`src/patu_regs.vh`:
```
`ifndef PATU_REGS_VH
`define PATU_REGS_VH

// Register byte offsets on the Wishbone bus
`define PATU_OFF_CTRL 8'h00
`define PATU_OFF_STATUS 8'h04
`define PATU_OFF_HOLD_REF 8'h08
`define PATU_OFF_ACT_REF 8'h0C
`define PATU_OFF_ACT_MAIN 8'h10
`define PATU_OFF_TIMER 8'h14

// Control register fields and reset value
`define PATU_CTRL_REF_EN 0
`define PATU_CTRL_ADAPT_EN 1
`define PATU_CTRL_RESET 2'h3

// Status register fields
`define PATU_ST_HI 0
`define PATU_ST_LO 1
`define PATU_ST_TIMING 2
`define PATU_ST_PENDING 3
`define PATU_ST_MODE_ERR 4
`define PATU_ST_GAP_ERR 5

// Serial word lengths
`define PATU_HR_BITS 6'h10
`define PATU_N_BITS 6'h18

// Main divider word field positions
`define PATU_N_MAIN_MSB 17
`define PATU_N_RATIO 18
`define PATU_N_TSEL_LSB 19
`define PATU_N_TSEL_MSB 21
`define PATU_N_LOCKWIN 22
`define PATU_N_MODE 23

// Timer select codes
`define PATU_TSEL_HI_ONLY 3'h0
`define PATU_TSEL_LO_ONLY 3'h1

// Reference accumulator step: the holding value is twice the ratio
`define PATU_REF_STEP 17'h00002
`define PATU_REF_MIN 16'h0004

// Lock window in reference oscillator cycles
`define PATU_LOCK_WIN_NARROW 7'h20
`define PATU_LOCK_WIN_WIDE 7'h40

// High to low current ratio codes
`define PATU_RATIO_NARROW 4'h4
`define PATU_RATIO_WIDE 4'h8

// Least idle time between serial words, in reference oscillator cycles
`define PATU_GAP_OSC_CYCLES 5'h14

// Reset values
`define PATU_HOLD_REF_RESET 16'h0000
`define PATU_MAIN_RESET 24'h000000

`endif

```
`src/patu_sync.v`:
```
`timescale 1ns/1ps
module patu_sync #(
	parameter W = 4
) (
	input wire clk_i,
	input wire rst_i,
	input wire [W-1:0] d_i,
	output wire [W-1:0] q_o
);
	genvar g;
	generate
		for (g = 0; g < W; g = g + 1) begin : g_bit
			reg meta;
			reg stable;
			always @(posedge clk_i) begin
				if (rst_i) begin
					meta <= 1'b0;
					stable <= 1'b0;
				end else begin
					meta <= d_i[g];
					stable <= meta;
				end
			end
			assign q_o[g] = stable;
		end
	endgenerate
endmodule // patu_sync

```
`src/patu_top.v`:
```
`timescale 1ns/1ps
`include "patu_regs.vh"
module patu_top (
	input wire clk_i,
	input wire rst_i,
	input wire wb_cyc_i,
	input wire wb_stb_i,
	input wire wb_we_i,
	input wire [3:0] wb_sel_i,
	input wire [7:0] wb_adr_i,
	input wire [31:0] wb_dat_i,
	output reg [31:0] wb_dat_o,
	output reg wb_ack_o,
	input wire ser_clk_i,
	input wire ser_data_i,
	input wire ser_enb_n_i,
	input wire mode_i,
	output reg detector_high_current_out_o,
	output reg detector_low_current_out_o,
	output reg ref_divided_compare_rate_o,
	output reg [15:0] active_ref_o,
	output reg [17:0] active_main_o,
	output reg lock_window_select_o,
	output reg [6:0] lock_window_osc_o,
	output reg current_ratio_select_o,
	output reg [3:0] current_ratio_o
);
	wire [3:0] sync_q;
	wire s_clk;
	wire s_data;
	wire s_enb_n;
	wire s_mode;
	reg sclk_d;
	reg enb_d;
	reg [23:0] shreg;
	reg [5:0] bitcnt;
	reg [4:0] gap_cnt;
	reg [15:0] ref_divider_holding_reg;
	reg [2:0] adapt_timer_select;
	reg [15:0] ref_acc;
	reg timing;
	reg [7:0] timer;
	reg pend_valid;
	reg [15:0] pend_ref;
	reg [23:0] pend_word;
	reg [1:0] ctrl;
	reg mode_err;
	reg gap_err;
	reg [31:0] next_dat;
	wire sclk_rise;
	wire enb_rise;
	wire enb_fall;
	wire word_hr;
	wire word_n;
	wire [2:0] new_sel;
	wire new_adapt;
	wire expire;
	wire take_new;
	wire [16:0] ref_sum;
	wire [15:0] ref_left;
	wire fr_hit;
	wire [7:0] new_interval;
	wire wb_req;
	wire wb_wr;
	wire [23:0] exp_word;
	wire [15:0] exp_ref;

	patu_sync #(
		.W(4)
	) u_sync (
		.clk_i(clk_i),
		.rst_i(rst_i),
		.d_i({mode_i, ~ser_enb_n_i, ser_data_i, ser_clk_i}),
		.q_o(sync_q)
	);

	assign s_clk = sync_q[0];
	assign s_data = sync_q[1];
	// Enable is inverted around the synchroniser so its reset level reads as idle
	assign s_enb_n = ~sync_q[2];
	assign s_mode = sync_q[3];
	assign sclk_rise = s_clk & ~sclk_d;
	assign enb_rise = s_enb_n & ~enb_d;
	assign enb_fall = ~s_enb_n & enb_d;
	// Word length at the end of a frame tells the two registers apart
	assign word_hr = enb_rise & (bitcnt == `PATU_HR_BITS);
	assign word_n = enb_rise & (bitcnt == `PATU_N_BITS);

	// Serial shift-in; the word is latched when enable returns high
	always @(posedge clk_i) begin
		if (rst_i) begin
			sclk_d <= 1'b0;
			enb_d <= 1'b1;
			shreg <= 24'h000000;
			bitcnt <= 6'h00;
			// Starts saturated so the first frame after reset is not flagged
			gap_cnt <= `PATU_GAP_OSC_CYCLES;
		end else begin
			sclk_d <= s_clk;
			enb_d <= s_enb_n;
			if (!s_enb_n && sclk_rise) begin
				shreg <= {shreg[22:0], s_data};
				if (bitcnt != 6'h3F) begin
					bitcnt <= bitcnt + 6'h01;
				end
			end else if (s_enb_n && enb_d) begin
				bitcnt <= 6'h00;
			end
			if (enb_rise) begin
				gap_cnt <= 5'h00;
			end else if (s_enb_n && gap_cnt != `PATU_GAP_OSC_CYCLES) begin
				gap_cnt <= gap_cnt + 5'h01;
			end
		end
	end

	// Adapt is decided from the main loop word and the control register adapt enable bit
	assign new_sel = shreg[`PATU_N_TSEL_MSB:`PATU_N_TSEL_LSB];
	assign new_adapt = ctrl[`PATU_CTRL_ADAPT_EN] & (new_sel != `PATU_TSEL_HI_ONLY)
		& (new_sel != `PATU_TSEL_LO_ONLY);
	// Interval is two to the power of the select code, so 1 0 1 gives 32
	assign new_interval = 8'h01 << new_sel;
	// The last compare pulse of the interval switches the detectors and loads the second set
	assign expire = timing & fr_hit & (timer == 8'h01);
	assign take_new = word_n & timing;
	assign exp_word = take_new ? shreg : pend_word;
	assign exp_ref = take_new ? ref_divider_holding_reg : pend_ref;

	// Half-unit ratios: accumulate two per oscillator cycle against twice the ratio
	assign ref_sum = {1'b0, ref_acc} + `PATU_REF_STEP;
	assign fr_hit = ctrl[`PATU_CTRL_REF_EN] & (active_ref_o >= `PATU_REF_MIN)
		& (ref_sum >= {1'b0, active_ref_o});
	assign ref_left = ref_sum[15:0] - active_ref_o;

	always @(posedge clk_i) begin
		if (rst_i) begin
			ref_acc <= 16'h0000;
			ref_divided_compare_rate_o <= 1'b0;
		end else begin
			ref_divided_compare_rate_o <= fr_hit;
			if (!ctrl[`PATU_CTRL_REF_EN] || active_ref_o < `PATU_REF_MIN) begin
				ref_acc <= 16'h0000;
			end else if (fr_hit) begin
				// Only the half-unit remainder is carried, so a smaller new ratio gives no pulse burst
				ref_acc <= {15'h0000, ref_left[0]};
			end else begin
				ref_acc <= ref_sum[15:0];
			end
		end
	end

	// Tuning core: holding, active and deferred data sets
	always @(posedge clk_i) begin
		if (rst_i) begin
			ref_divider_holding_reg <= `PATU_HOLD_REF_RESET;
			active_ref_o <= `PATU_HOLD_REF_RESET;
			active_main_o <= 18'h00000;
			adapt_timer_select <= 3'h0;
			lock_window_select_o <= 1'b0;
			current_ratio_select_o <= 1'b0;
			detector_high_current_out_o <= 1'b1;
			detector_low_current_out_o <= 1'b0;
			timing <= 1'b0;
			timer <= 8'h00;
			pend_valid <= 1'b0;
			pend_ref <= `PATU_HOLD_REF_RESET;
			pend_word <= `PATU_MAIN_RESET;
		end else begin
			if (word_hr) begin
				ref_divider_holding_reg <= shreg[15:0];
			end
			if (expire) begin
				timing <= 1'b0;
				timer <= 8'h00;
				detector_high_current_out_o <= 1'b0;
				detector_low_current_out_o <= 1'b1;
				if (pend_valid || take_new) begin
					active_ref_o <= exp_ref;
					active_main_o <= exp_word[`PATU_N_MAIN_MSB:0];
					adapt_timer_select <= exp_word[`PATU_N_TSEL_MSB:`PATU_N_TSEL_LSB];
					lock_window_select_o <= exp_word[`PATU_N_LOCKWIN];
					current_ratio_select_o <= exp_word[`PATU_N_RATIO];
				end
				pend_valid <= 1'b0;
			end else if (take_new) begin
				pend_ref <= ref_divider_holding_reg;
				pend_word <= shreg;
				pend_valid <= 1'b1;
				// A compare pulse in the cycle the second word lands still counts
				if (fr_hit) begin
					timer <= timer - 8'h01;
				end
			end else if (word_n) begin
				active_ref_o <= ref_divider_holding_reg;
				active_main_o <= shreg[`PATU_N_MAIN_MSB:0];
				adapt_timer_select <= new_sel;
				lock_window_select_o <= shreg[`PATU_N_LOCKWIN];
				current_ratio_select_o <= shreg[`PATU_N_RATIO];
				if (new_adapt) begin
					timing <= 1'b1;
					timer <= new_interval;
					detector_high_current_out_o <= 1'b1;
					detector_low_current_out_o <= 1'b0;
				end else begin
					detector_high_current_out_o <= (new_sel == `PATU_TSEL_HI_ONLY);
					detector_low_current_out_o <= (new_sel != `PATU_TSEL_HI_ONLY);
				end
			end else if (timing && fr_hit) begin
				timer <= timer - 8'h01;
			end
		end
	end

	// Decoded lock window and current ratio
	always @(posedge clk_i) begin
		if (rst_i) begin
			lock_window_osc_o <= `PATU_LOCK_WIN_NARROW;
			current_ratio_o <= `PATU_RATIO_NARROW;
		end else begin
			lock_window_osc_o <= lock_window_select_o ? `PATU_LOCK_WIN_WIDE : `PATU_LOCK_WIN_NARROW;
			current_ratio_o <= current_ratio_select_o ? `PATU_RATIO_WIDE : `PATU_RATIO_NARROW;
		end
	end

	// Wishbone classic slave, one wait state
	assign wb_req = wb_cyc_i & wb_stb_i & ~wb_ack_o;
	// Writes land at the edge where the master samples ack high
	assign wb_wr = wb_cyc_i & wb_stb_i & wb_ack_o & wb_we_i & wb_sel_i[0];

	always @* begin
		next_dat = 32'h00000000;
		case (wb_adr_i)
			`PATU_OFF_CTRL: begin
				next_dat[1:0] = ctrl;
			end
			`PATU_OFF_STATUS: begin
				next_dat[`PATU_ST_HI] = detector_high_current_out_o;
				next_dat[`PATU_ST_LO] = detector_low_current_out_o;
				next_dat[`PATU_ST_TIMING] = timing;
				next_dat[`PATU_ST_PENDING] = pend_valid;
				next_dat[`PATU_ST_MODE_ERR] = mode_err;
				next_dat[`PATU_ST_GAP_ERR] = gap_err;
			end
			`PATU_OFF_HOLD_REF: begin
				next_dat[15:0] = ref_divider_holding_reg;
			end
			`PATU_OFF_ACT_REF: begin
				next_dat[15:0] = active_ref_o;
			end
			`PATU_OFF_ACT_MAIN: begin
				next_dat[23:0] = {1'b0, lock_window_select_o, adapt_timer_select, current_ratio_select_o,
					active_main_o};
			end
			`PATU_OFF_TIMER: begin
				next_dat[7:0] = timer;
			end
			default: begin
				next_dat = 32'h00000000;
			end
		endcase
	end

	always @(posedge clk_i) begin
		if (rst_i) begin
			wb_ack_o <= 1'b0;
			wb_dat_o <= 32'h00000000;
			ctrl <= `PATU_CTRL_RESET;
			mode_err <= 1'b0;
			gap_err <= 1'b0;
		end else begin
			wb_ack_o <= wb_req;
			wb_dat_o <= (wb_req && !wb_we_i) ? next_dat : 32'h00000000;
			if (wb_wr && wb_adr_i == `PATU_OFF_CTRL) begin
				ctrl <= wb_dat_i[1:0];
			end
			// Hardware set wins over a software clear in the same cycle
			if (word_n && s_mode && !shreg[`PATU_N_MODE]) begin
				mode_err <= 1'b1;
			end else if (wb_wr && wb_adr_i == `PATU_OFF_STATUS && wb_dat_i[`PATU_ST_MODE_ERR]) begin
				mode_err <= 1'b0;
			end
			if (enb_fall && gap_cnt != `PATU_GAP_OSC_CYCLES) begin
				gap_err <= 1'b1;
			end else if (wb_wr && wb_adr_i == `PATU_OFF_STATUS && wb_dat_i[`PATU_ST_GAP_ERR]) begin
				gap_err <= 1'b0;
			end
		end
	end
endmodule // patu_top

```
`config.mk`:
```
export PLATFORM = sky130hd
export DESIGN_NAME = patu_top
export DESIGN_NICKNAME = d
export VERILOG_FILES = /design/src/patu_sync.v /design/src/patu_top.v
export VERILOG_INCLUDE_DIRS = /design/src
export SDC_FILE = /design/constraint.sdc
export NUM_CORES = 1
export LEC_CHECK = 0
export ABC_AREA = 1
export ABC_CLOCK_PERIOD_IN_PS = 6800
export BUFFER_PORTS_ARGS = -buffer_cell sky130_fd_sc_hd__buf_2
export CAP_MARGIN = 20
export CELL_PAD_IN_SITES_DETAIL_PLACEMENT = 1
export CELL_PAD_IN_SITES_GLOBAL_PLACEMENT = 1
export CORE_MARGIN = 10
export CORE_UTILIZATION = 45
export DETAILED_ROUTE_END_ITERATION = 12
export PLACE_DENSITY_LB_ADDON = 0.1
export SYNTH_ARGS = -nofsm -noshare
export SYNTH_HDL_FRONTEND = slang
export SYNTH_SLANG_ARGS = --single-unit
```
`constraint.sdc`:
```
create_clock -name clk_i -period 6.8 [get_ports clk_i]
set_input_delay 0.34 -clock clk_i [delete_from_list [all_inputs] [get_ports clk_i]]
set_output_delay 0.34 -clock clk_i [all_outputs]
set_load 0.02 [all_outputs]
```
==> reports/qor.txt, run 1 <==
YOSYS
----------------------------------------------------------------------------------------------------
Share of synthesized cell area in and, or, nand and nor gates .........................        0.231
Cell accounting for the most synthesized area ......................................... sky130_fd_sc_hd__dfxtp_1
Most area-consuming cells after synthesis ............................................. sky130_fd_sc_hd__dfxtp_1, sky130_fd_sc_hd__nor2_1, sky130_fd_sc_hd__nand2_1
Total of warnings raised by yosys .....................................................            0
Number of enable-type register cells in the synthesized netlist .......................            0
Asr flop ratio synth ..................................................................            0
Dominant combinational cell family by area after synthesis ............................ simple AND/OR/NAND/NOR gates
Cell variety after synth ..............................................................           45
Synthesized-area fraction occupied by ao, oa, aoi and oai cells .......................        0.156
Synthesized-area fraction occupied by xor and xnor cells ..............................       0.0132
Number of cells produced by synthesis .................................................        1,284
Most instantiated cells after synthesis ............................................... sky130_fd_sc_hd__nor2_1, sky130_fd_sc_hd__dfxtp_1, sky130_fd_sc_hd__nand2_1
Number of synthesized register bits ...................................................          200
Adder-Cell Fraction of Synth Area .....................................................       0.0309
Mux contribution to synthesized area ..................................................       0.0301
Top-count cell post-synth ............................................................. sky130_fd_sc_hd__nor2_1
Yosys top cell area share .............................................................        0.430
Post-Synthesis Cell Area ..............................................................     9300 um2
Synthesized area per cell .............................................................     7.25 um2
Dominant register cell in the synthesized netlist ..................................... sky130_fd_sc_hd__dfxtp_1
Register area share after synthesis ...................................................        0.430

ROUTING
----------------------------------------------------------------------------------------------------
DR WL met2 ............................................................................      13.7 mm
Final routed wire length divided by cell count ........................................      17.4 um
Routed met3 length ....................................................................      1.02 mm
Total wirelength of the detailed-routed design ........................................      28.2 mm
Number of detailed-routing iterations run before antenna repair .......................            5
Routed metal-1 wirelength .............................................................      12.9 mm
DR vias ...............................................................................        8,526
Starting DRC count in detailed routing ................................................          445
DR top layer ..........................................................................         met4
Remaining DRCs ........................................................................            0
DR vias/cell ..........................................................................         5.27
Routed Antenna Nets ...................................................................            0

SETUP PATH
----------------------------------------------------------------------------------------------------
Data required, critical path ..........................................................      7.13 ns
Critical path data arrival time .......................................................      4.90 ns
Startpoint class of the critical path .................................................         flop
Maximum single-stage delay on the critical path .......................................      0.57 ns
Endpoint type of the worst setup path .................................................         flop
Max Fanout on Critical Path ...........................................................           39
Slowest cell on crit path ............................................................. sky130_fd_sc_hd__nand2_2
Bufs and invs on worst path ...........................................................            4
Kind of cell adding the most delay to the critical path ............................... simple AND/OR/NAND/NOR gates
WS Path Type ..........................................................................   reg -> reg
Most prevalent standard cell on the critical path ..................................... sky130_fd_sc_hd__nor2_1

TIMING
----------------------------------------------------------------------------------------------------
Max Slew Vio Count ....................................................................            0
Timing-limited maximum frequency ......................................................    0.219 GHz
Worst clock skew ......................................................................    0.0138 ns
Transition time of the tightest slew-check pin ........................................      1.18 ns
Final Cycle Share .....................................................................        0.672
Worst slew margin relative to its limit ...............................................        0.208
Final setup violation count ...........................................................            0
Final period demand of the worst path .................................................      4.57 ns
Unrepaired setup endpoints after global routing .......................................        false
Number of hold-slack violations in the final timing report ............................            0
Setup TNS .............................................................................         0 ns

CTS
----------------------------------------------------------------------------------------------------
Maximum buffer depth of the clock tree ................................................            2
Post-CTS setup buffer count ...........................................................            0
Number of H-tree branching levels .....................................................            4
Hold bufs inserted after CTS ..........................................................            0
Sink count of the clock tree ..........................................................          200
Post-CTS sizing .......................................................................            0
CTS Buf Count .........................................................................           17
Clock latency of the later-clocked register in the worst-skew pair ....................      0.44 ns
Clock-pin slew reported for the worst setup and hold paths after clock tree synthesis .      0.08 ns
Root Buffer Master .................................................................... sky130_fd_sc_hd__clkbuf_16
TritonCTS clock tree ..................................................................        built

WORST HOLD PATH
----------------------------------------------------------------------------------------------------
Hold Path Class .......................................................................    in -> reg

RUN
----------------------------------------------------------------------------------------------------
MaxCap Viol Count .....................................................................            0

GRT
----------------------------------------------------------------------------------------------------
Overall track demand over capacity in global routing ..................................        0.210
Initial antenna violation count .......................................................            0
First-pass GRT wire length ............................................................      45.3 mm
Vias in the first global route ........................................................        8,626
Largest net degree at the start of global routing .....................................          100
Total overflow reported by the global router ..........................................            0

POWER
----------------------------------------------------------------------------------------------------
Total power per unit cell area ........................................................   220 nW/um2
Power after layout ....................................................................      2.27 mW
Worst supply voltage drop on vdd ......................................................       165 uV
Pleak .................................................................................      4.90 nW

FINAL LAYOUT
----------------------------------------------------------------------------------------------------
Final antenna diode count .............................................................            0
Layout overhead on the synthesized area ...............................................        10.9%
Largest reg by FF count ...............................................................        shreg
Layout net count ......................................................................        1,413
Registers with the most flip-flops .................................................... shreg (24), pend_word (23), wb_dat_o (23)
Proportion of layout cells with a drive suffix above 1 ................................        0.115
Flip-flop count of the largest register, all copies and words added ...................           24

FLOORPLAN
----------------------------------------------------------------------------------------------------
Row Count .............................................................................           52
Y dimension of the die ................................................................       164 um
Floorplan Core Area ...................................................................   20,300 um2
Starting utilization of the core area .................................................        0.458
Die footprint .........................................................................   26,800 um2
Die extent in x .......................................................................       164 um
Top-level port count ..................................................................          136

PLACED DESIGN
----------------------------------------------------------------------------------------------------
GPL Wtd Cong ..........................................................................        0.889
Number of I/O port buffers ............................................................           88
Estimated wirelength of the detail-placed design ......................................      19.8 mm

STATUS
----------------------------------------------------------------------------------------------------
Status ................................................................................ complete, no violations

## cell families after synthesis
family                     count (synthesis)
and+or+nand+nor                          517
buffers and inverters                    226
other                                      1
muxes                                     28
AOI/OAI and AO/OA                        275
DFF                                      200
adders and majority gates                 23
xor gates and xnor gates                  14
## stage by stage
stage / utilization / hold slack (ns) / worst slack [ns] / std cells / cell area (um2)
after global placement: 0.481 / 0.392 / 2.40 / 1588 / 9750
after global routing: 0.508 / 0.0415 / 1.80 / 1619 / 10300
final: 0.508 / 0.0431 / 2.23 / 1619 / 10300
after detailed placement: 0.481 / 0.401 / 2.26 / 1588 / 9750
after CTS: 0.508 / 0.0321 / 2.20 / 1619 / 10300
after floorplan: - / 0.388 / 3.64 / 1299 / 9360
## final timing paths
check,end,start,slack [ns],cells past startpoint
worst min register to register,u_sync.g_bit[1].stable,u_sync.g_bit[1].meta,0.41,2
worst min-delay path,u_sync.g_bit[2].meta,ser_enb_n_i,0.04,2
worst max-delay path,adapt_timer_select[2],ref_acc[1],2.23,26
worst max register to register,adapt_timer_select[2],ref_acc[1],2.23,26
## metal layers
| layer | global-route usage | up-vias |
|---|---|---|
| li1 | - | 4254 |
| met1 | 0.261 | 4114 |
| met2 | 0.364 | 128 |
| met3 | 0.0333 | 30 |
| met4 | 0.0670 | 0 |
| met5 | 0 | - |
## placed cells by master, fill, tap and decap left out, drive strengths merged, types with 2 or more instances in the layout
cell,count
nor4,2
o32ai,2
o22ai,15
nor3,16
o31ai,2
inv,156
ha,23
conb,16
dfxtp,200
a211oi,2
or2,4
nor2,229
o21bai,2
nand2,190
a221oi,2
clkinv,7
o21ai,140
a21oi,101
buf,95
xnor2,2
clkbuf,17
xor2,12
mux2i,28
nand4,13
a31oi,5
nand3,61
## where the power goes
part / total (mW) / switching [mW] / internal (mW)
Clock: 0.982 / 0.497 / 0.485
Combinational: 0.0908 / 0.0643 / 0.0265
Sequential: 1.19 / 0.0101 / 1.18
Total: 2.27 / 0.572 / 1.69
## cell type report
cell class / instances / area (um2)
clock inverter: 14 / 136
inverter: 150 / 564
tap: 270 / 338
fill: 2661 / 9980
clock buffer: 17 / 425
sequential: 200 / 4000
multi-input combinational: 873 / 4360
timing repair buffer: 95 / 493
Power figures use the tool's default switching activity.
==> run 2, diff against run 1 <==
Settings changed: ABC_CLOCK_PERIOD_IN_PS 6800 to 4800, CORE_UTILIZATION 45 to 41.
Clock period 6.8 ns to 4.8 ns, I/O delays scaled along.
==> reports/qor.txt, run 2 (synthesized netlist as in run 1, its figures left out) <==
FINAL LAYOUT
----------------------------------------------------------------------------------------------------
Registers with the most flip-flops .................................................... shreg (24), pend_word (23), wb_dat_o (23)
Layout overhead on the synthesized area ...............................................        12.8%
Proportion of layout cells with a drive suffix above 1 ................................        0.117   +0.00201
Layout net count ......................................................................        1,423   +0.71%
Flip-flop count of the largest register, all copies and words added ...................           24   unchanged
Largest reg by FF count ...............................................................        shreg
Commonest cells after routing, fill and taps aside .................................... sky130_fd_sc_hd__nor2_1, sky130_fd_sc_hd__dfxtp_1, sky130_fd_sc_hd__nand2_1
Final antenna diode count .............................................................            0   unchanged
Most common cell after layout, fill and taps aside .................................... sky130_fd_sc_hd__nor2_1
Final cell utilization of the core ....................................................        0.466   -0.0419
Post-route insts no fill ..............................................................        1,645   +1.6%

FLOORPLAN
----------------------------------------------------------------------------------------------------
Floorplan Core Area ...................................................................   22,500 um2   +11%
Die extent in x .......................................................................       171 um   +4.2%
Starting utilization of the core area .................................................        0.413   -0.0449
Die footprint .........................................................................   29,100 um2   +8.5%
Row Count .............................................................................           55   +5.8%
Y dimension of the die ................................................................       171 um   +4.2%
Top-level port count ..................................................................          136   unchanged

CTS
----------------------------------------------------------------------------------------------------
TritonCTS clock tree ..................................................................        built
Clock-pin slew reported for the worst setup and hold paths after clock tree synthesis .      0.08 ns   about the same
Post-CTS setup buffer count ...........................................................            0   unchanged
Maximum buffer depth of the clock tree ................................................            2   unchanged
Root Buffer Master .................................................................... sky130_fd_sc_hd__clkbuf_16
Number of H-tree branching levels .....................................................            4   unchanged
CTS Buf Count .........................................................................           17   unchanged
Sink count of the clock tree ..........................................................          200   unchanged
Clock latency of the later-clocked register in the worst-skew pair ....................      0.44 ns   about the same

GRT
----------------------------------------------------------------------------------------------------
Global routing met3 resource utilization ..............................................       0.0380   +0.00473
Total overflow reported by the global router ..........................................            0   unchanged
Global-route met1 utilization .........................................................        0.255   -0.00626
Layer with the highest usage ..........................................................         met2
First-pass GRT wire length ............................................................      45.6 mm   +0.67%
Vias in the first global route ........................................................        8,501   -1.4%
Initial antenna violation count .......................................................            0   unchanged
Global-route track usage on met2 ......................................................        0.324   -0.0398
Overall track demand over capacity in global routing ..................................        0.197   -0.0134
Largest net degree at the start of global routing .....................................          128   +28%

POWER
----------------------------------------------------------------------------------------------------
Total power per unit cell area ........................................................   318 nW/um2   +45%
Pleak .................................................................................      4.98 nW   +1.6%
Worst supply voltage drop on vdd ......................................................       188 uV   +14%
Power after layout ....................................................................      3.34 mW   +47%

ROUTING
----------------------------------------------------------------------------------------------------
Number of detailed-routing iterations run before antenna repair .......................            4   -1
Total wirelength of the detailed-routed design ........................................      28.3 mm   +0.37%
DR vias/cell ..........................................................................         5.14   -2.3%
Final routed wire length divided by cell count ........................................      17.2 um   -1.2%
Routed Antenna Nets ...................................................................            0   unchanged
Remaining DRCs ........................................................................            0   unchanged
DR vias ...............................................................................        8,463   -0.74%
Starting DRC count in detailed routing ................................................          484   +8.8%

TIMING
----------------------------------------------------------------------------------------------------
Unrepaired setup endpoints after global routing .......................................        false
Final period demand of the worst path .................................................      4.13 ns   -0.441 ns
Transition time of the tightest slew-check pin ........................................     0.965 ns   -0.213 ns
Max Slew Vio Count ....................................................................            0   unchanged
Final setup violation count ...........................................................            0   unchanged
Worst slew margin relative to its limit ...............................................        0.356   +0.148
Min setup slack post-route ............................................................     0.672 ns   -1.56 ns
Timing-limited maximum frequency ......................................................    0.242 GHz   +11%
Final Cycle Share .....................................................................        0.860   +0.188
Worst clock skew ......................................................................    0.0118 ns   -0.00197 ns
Setup TNS .............................................................................         0 ns   unchanged
Number of hold-slack violations in the final timing report ............................            0   unchanged

RUN
----------------------------------------------------------------------------------------------------
MaxCap Viol Count .....................................................................            0   unchanged

SETUP PATH
----------------------------------------------------------------------------------------------------
Start of the worst register-to-register path ..........................................   ref_acc[1]
WS Path Type ..........................................................................   reg -> reg
Bufs and invs on worst path ...........................................................            5   +1
Critical path data arrival time .......................................................      4.51 ns   -0.39 ns
Max Fanout on Critical Path ...........................................................           46   +18%
Maximum single-stage delay on the critical path .......................................      0.41 ns   -0.16 ns
Most prevalent standard cell on the critical path ..................................... sky130_fd_sc_hd__nor2_1
Minimum setup slack among reg-to-reg paths ............................................      0.67 ns   -1.56 ns
Kind of cell adding the most delay to the critical path ............................... simple AND/OR/NAND/NOR gates
Data required, critical path ..........................................................      5.19 ns   -1.94 ns
Startpoint class of the critical path .................................................         flop
Endpoint type of the worst setup path .................................................         flop
Reg-to-reg endpoint ................................................................... current_ratio_select_o
Slowest cell on crit path ............................................................. sky130_fd_sc_hd__o21ai_0
Number of cells traversed by the worst register-to-register path ......................           26   unchanged

WORST HOLD PATH
----------------------------------------------------------------------------------------------------
Number of cells on the worst hold path ................................................            3   +1
Terminating pin of the worst hold path ................................................      ctrl[0]
Hold Path Class .......................................................................    in -> reg
Launch point of the worst hold path ...................................................  wb_dat_i[0]

PLACED DESIGN
----------------------------------------------------------------------------------------------------
Post-Place Setup Slack ................................................................     0.662 ns   -1.60 ns
Estimated wirelength of the detail-placed design ......................................      20.3 mm   +2.2%
GPL Wtd Cong ..........................................................................        0.863   -2.9%
Total instance count after detailed placement .........................................        1,608   +1.3%
Number of I/O port buffers ............................................................           88   unchanged

STATUS
----------------------------------------------------------------------------------------------------
Status ................................................................................ complete, no violations

run 2: cell types whose count changed in the layout (fill, tap and decap cells not counted):
cell / previous run / this run
sky130_fd_sc_hd__dlygate4sd3_1: 0 / 5
sky130_fd_sc_hd__buf_4: 7 / 10
sky130_fd_sc_hd__buf_12: 0 / 2
sky130_fd_sc_hd__bufinv_16: 0 / 2
sky130_fd_sc_hd__clkbuf_1: 0 / 1
sky130_fd_sc_hd__clkinv_4: 5 / 4
sky130_fd_sc_hd__clkinvlp_4: 1 / 0
sky130_fd_sc_hd__nand2_1: 184 / 185
sky130_fd_sc_hd__nand2_2: 6 / 5
run 2: stage by stage:
step,hold WS (ns),area (um2)
floorplan,0.307,9360
global placement,0.390,9830
detailed placement,0.396,9830
CTS,0.0101,10500
global route,0.0205,10500
finish,0.0209,10500
run 2: what timing repair did:
action	in CTS	in global routing
hold buffers	5	0
resized for setup	0	0
setup endpoints to repair	0	0
hold endpoints to repair	5	0
run 2: layer usage:
metal / vias up / wire, um
met4: 0 / 461
li1: 4261 / -
met3: 25 / 1070
met5: - / 0
met2: 131 / 13200
met1: 4046 / 13500
run 2: worst register-to-register path, cell delays in order, from the launching register on:
cell and delay [ns]:
sky130_fd_sc_hd__dfxtp_1 0.38, sky130_fd_sc_hd__ha_1 0.19, sky130_fd_sc_hd__nand2_1 0.07, sky130_fd_sc_hd__nor2_1 0.09, sky130_fd_sc_hd__inv_1 0.06, sky130_fd_sc_hd__nor2_1 0.08, sky130_fd_sc_hd__inv_1 0.07, sky130_fd_sc_hd__nor2_1 0.14
sky130_fd_sc_hd__inv_1 0.08, sky130_fd_sc_hd__nor2_1 0.17, sky130_fd_sc_hd__nand2_1 0.10, sky130_fd_sc_hd__nor2_1 0.19, sky130_fd_sc_hd__nand2_1 0.10, sky130_fd_sc_hd__xor2_1 0.18, sky130_fd_sc_hd__inv_1 0.07, sky130_fd_sc_hd__ha_1 0.27
sky130_fd_sc_hd__nand2_1 0.08, sky130_fd_sc_hd__nor2_1 0.12, sky130_fd_sc_hd__nand3_1 0.10, sky130_fd_sc_hd__nand3_1 0.08, sky130_fd_sc_hd__nor2_1 0.07, sky130_fd_sc_hd__nand2_1 0.13, sky130_fd_sc_hd__nand4_4 0.33, sky130_fd_sc_hd__buf_12 0.33
sky130_fd_sc_hd__o21ai_0 0.42, sky130_fd_sc_hd__nor2_1 0.10, sky130_fd_sc_hd__nor2_1 0.10
run 2: worst max path at each step:
stage,from,to,slack (ns),depth (start not counted)
6_report,ref_acc[1],current_ratio_select_o,0.67,26
5_1_grt,ref_acc[1],active_ref_o[15],0.19,28
4_1_cts,ref_acc[1],active_main_o[16],0.66,26
3_5_place_dp,ref_acc[1],current_ratio_select_o,0.66,26
3_3_place_gp,ref_acc[1],current_ratio_select_o,0.77,26
2_1_floorplan,ref_acc[1],active_ref_o[1],1.64,26
run 2: power by group:
part | switching [mW] | internal [mW]
registers | 0.0141 | 1.68
logic | 0.0907 | 0.0407
clock network | 0.720 | 0.795
total | 0.824 | 2.51
run 2: final cells by class:
class,instances,area (um2)
Timing Repair Buffer,105,606
Tap cell,285,357
Sequential cell,200,4000
Clock buffer,18,429
Clock inverter,14,180
Multi-Input combinational cell,873,4350
Fill cell,2891,12000
Inverter,150,564
==> run 3, diff against run 2 <==
Settings changed: ABC_CLOCK_PERIOD_IN_PS 4800 to 3390, CORE_UTILIZATION 41 to 37.
Clock period 4.8 ns to 3.39 ns, I/O delays scaled along.
==> reports/qor.txt, run 3 (synthesized netlist as in run 1, its figures left out) <==
TIMING
----------------------------------------------------------------------------------------------------
Max Slew Vio Count ....................................................................            0   unchanged
Final Cycle Share .....................................................................         1.02   +0.163
Unrepaired setup endpoints after global routing .......................................         true
Transition time of the tightest slew-check pin ........................................     0.835 ns   -0.130 ns
Setup TNS .............................................................................    -0.273 ns   -0.273 ns
Final setup violation count ...........................................................           20   +20
Final period demand of the worst path .................................................      3.47 ns   -0.659 ns
Worst clock skew ......................................................................    0.0172 ns   +0.00541 ns
Worst hold slack after final layout ...................................................    0.0134 ns   -0.00746 ns
Number of hold-slack violations in the final timing report ............................            0   unchanged
Min setup slack post-route ............................................................   -0.0786 ns   -0.751 ns
Worst slew margin relative to its limit ...............................................        0.442   +0.0867
Timing-limited maximum frequency ......................................................    0.288 GHz   +19%

POWER
----------------------------------------------------------------------------------------------------
Comb pwr share ........................................................................        0.045   +0.006
Net switching power figure ............................................................      1.16 mW   +41%
Pleak .................................................................................      5.66 nW   +14%
Worst supply voltage drop on vdd ......................................................       234 uV   +24%
Internal power summed over all cells ..................................................      3.48 mW   +38%
Total power per unit cell area ........................................................   386 nW/um2   +22%
Switching share of power ..............................................................        0.251   +0.00337
Clock network fraction of design power ................................................        0.439   -0.015
Sequential fraction of design power ...................................................        0.516   +0.009

SETUP PATH
----------------------------------------------------------------------------------------------------
Endpoint type of the worst setup path .................................................         flop
WS Path Type ..........................................................................   reg -> reg
Maximum single-stage delay on the critical path .......................................      0.36 ns   -0.05 ns
Max Fanout on Critical Path ...........................................................            5   -89%
Startpoint class of the critical path .................................................         flop
Slowest cell on crit path ............................................................. sky130_fd_sc_hd__dfxtp_2
Critical path data arrival time .......................................................      3.78 ns   -0.73 ns
Most prevalent standard cell on the critical path ..................................... sky130_fd_sc_hd__nor2_4
Data required, critical path ..........................................................      3.71 ns   -1.48 ns

FINAL LAYOUT
----------------------------------------------------------------------------------------------------
Commonest cells after routing, fill and taps aside .................................... sky130_fd_sc_hd__nor2_1, sky130_fd_sc_hd__dfxtp_1, sky130_fd_sc_hd__nand2_1
Final antenna diode count .............................................................            0   unchanged
Layout net count ......................................................................        1,502   +5.6%
Proportion of layout cells with a drive suffix above 1 ................................        0.241   +0.124
Flip-flop count of the largest register, all copies and words added ...................           24   unchanged
Largest reg by FF count ...............................................................        shreg
Fin area ..............................................................................   12,000 um2   +14%
Layout overhead on the synthesized area ...............................................        29.0%
Most common cell after layout, fill and taps aside .................................... sky130_fd_sc_hd__nor2_1
Registers with the most flip-flops .................................................... shreg (24), pend_word (23), wb_dat_o (23)

ROUTING
----------------------------------------------------------------------------------------------------
Total wirelength of the detailed-routed design ........................................      32.2 mm   +14%
DR vias/cell ..........................................................................         5.12   -0.56%
Remaining DRCs ........................................................................            0   unchanged
Routed Antenna Nets ...................................................................            0   unchanged
Starting DRC count in detailed routing ................................................          550   +14%
Number of detailed-routing iterations run before antenna repair .......................            5   +1
Final routed wire length divided by cell count ........................................      18.3 um   +6.3%
DR vias ...............................................................................        9,014   +6.5%

STATUS
----------------------------------------------------------------------------------------------------
Failing checks ........................................................................ negative setup slack
Status ................................................................................ finished, violations left

PLACED DESIGN
----------------------------------------------------------------------------------------------------
Number of I/O port buffers ............................................................           88   unchanged
GPL Wtd Cong ..........................................................................        0.861   -0.31%
Estimated wirelength of the detail-placed design ......................................      22.3 mm   +9.7%
Post-Place Cell Area ..................................................................   10,300 um2   +4.7%

FLOORPLAN
----------------------------------------------------------------------------------------------------
Top-level port count ..................................................................          136   unchanged
Die extent in x .......................................................................       179 um   +4.7%
Row Count .............................................................................           57   +3.6%
Die footprint .........................................................................   31,900 um2   +9.5%
Floorplan Core Area ...................................................................   24,500 um2   +9.0%
Starting utilization of the core area .................................................        0.379   -0.0342
Y dimension of the die ................................................................       179 um   +4.7%

GRT
----------------------------------------------------------------------------------------------------
Vias in the first global route ........................................................        9,065   +6.6%
Total overflow reported by the global router ..........................................            0   unchanged
Largest net degree at the start of global routing .....................................           78   -39%
First-pass GRT wire length ............................................................      49.5 mm   +8.6%
Initial antenna violation count .......................................................            0   unchanged
Overall track demand over capacity in global routing ..................................        0.197   +0.000315

CTS
----------------------------------------------------------------------------------------------------
Root Buffer Master .................................................................... sky130_fd_sc_hd__clkbuf_16
Number of H-tree branching levels .....................................................            4   unchanged
Clock-pin slew reported for the worst setup and hold paths after clock tree synthesis .      0.08 ns   about the same
Clock latency of the later-clocked register in the worst-skew pair ....................      0.45 ns   about the same
CTS Buf Count .........................................................................           17   unchanged
Sink count of the clock tree ..........................................................          200   unchanged
Maximum buffer depth of the clock tree ................................................            2   unchanged
TritonCTS clock tree ..................................................................        built

RUN
----------------------------------------------------------------------------------------------------
MaxCap Viol Count .....................................................................            0   unchanged

WORST HOLD PATH
----------------------------------------------------------------------------------------------------
Hold Path Class .......................................................................    in -> reg

run 3: cell types whose count changed in the layout (fill, tap and decap cells not counted), moves of 12 or more:
| cell | delta |
|---|---|
| sky130_fd_sc_hd__a21oi_1 | -12 |
| sky130_fd_sc_hd__a21oi_2 | +12 |
| sky130_fd_sc_hd__buf_4 | +35 |
| sky130_fd_sc_hd__buf_6 | +13 |
| sky130_fd_sc_hd__nand2_1 | -32 |
| sky130_fd_sc_hd__nand2_2 | +20 |
| sky130_fd_sc_hd__nor2_1 | -14 |
| sky130_fd_sc_hd__o21ai_0 | -26 |
| sky130_fd_sc_hd__o21ai_1 | -14 |
| sky130_fd_sc_hd__o21ai_2 | +38 |
run 3: timing repair:
item	4_1_cts	5_1_grt
gates cloned	5	7
hold buffers	8	0
endpoints found under the setup margin	84	106
pin swaps	5	56
hold endpoints to repair	7	0
resized for setup	43	148
buffers inserted	12	12
run 3: cell type report:
cell class / count / area (um2)
Tap cell: 324 / 405
Fill cell: 3079 / 12500
Clock buffer: 17 / 425
Multi-Input combinational cell: 873 / 4830
Inverter: 150 / 564
Clock inverter: 14 / 139
Sequential cell: 200 / 4010
Timing Repair Buffer: 184 / 1630
run 3: worst max-delay path, delay by kind of cell, from the launching register on:
| family | cells | cell delay, ns |
|---|---|---|
| adder cells (fa/ha/maj) | 2 | 0.44 |
| buffers and inverters | 7 | 0.78 |
| flip-flops | 1 | 0.36 |
| AO/OA/AOI/OAI | 2 | 0.29 |
| AND/OR/NAND/NOR | 15 | 1.45 |
run 3: path summary, 6_finish.rpt:
kind / cells after the start / slack, ns / start / to
worst max-delay path: 26 / -0.08 / ref_acc[2] / pend_ref[3]
worst min-delay path: 4 / 0.01 / wb_dat_i[5] / gap_err
worst max register to register: 26 / -0.08 / ref_acc[2] / pend_ref[3]
worst min register to register: 2 / 0.41 / u_sync.g_bit[0].meta / u_sync.g_bit[0].stable
run 3: metrics by stage:
| stage | instances | utilization | worst slack [ns] | total power [mW] |
|---|---|---|---|---|
| detailed placement | 1690 | 0.420 | -0.200 | 2.64 |
| CTS | 1746 | 0.460 | -0.0533 | 4.66 |
| finish | 1762 | 0.489 | -0.0786 | 4.64 |
| floorplan | 1299 | - | 0.231 | 2.59 |
| global placement | 1690 | 0.420 | -0.152 | 2.63 |
| global route | 1762 | 0.489 | -0.340 | 4.81 |
run 3: power by group through the flow:
stage	registers [mW]	clock network (mW)	logic, mW
final	2.40	2.03	0.209
after global routing	2.40	2.17	0.239
after CTS	2.40	2.06	0.198
after detailed placement	2.45	0	0.188
after global placement	2.45	0	0.184
after floorplan	2.44	0	0.145
run 3: layer usage:
layer / up-vias / wire length (um) / track usage
met5: - / 0 / 0
met4: 0 / 674 / 0.0575
met3: 37 / 1240 / 0.0317
met2: 165 / 15600 / 0.333
met1: 4403 / 14700 / 0.253
li1: 4409 / - / -
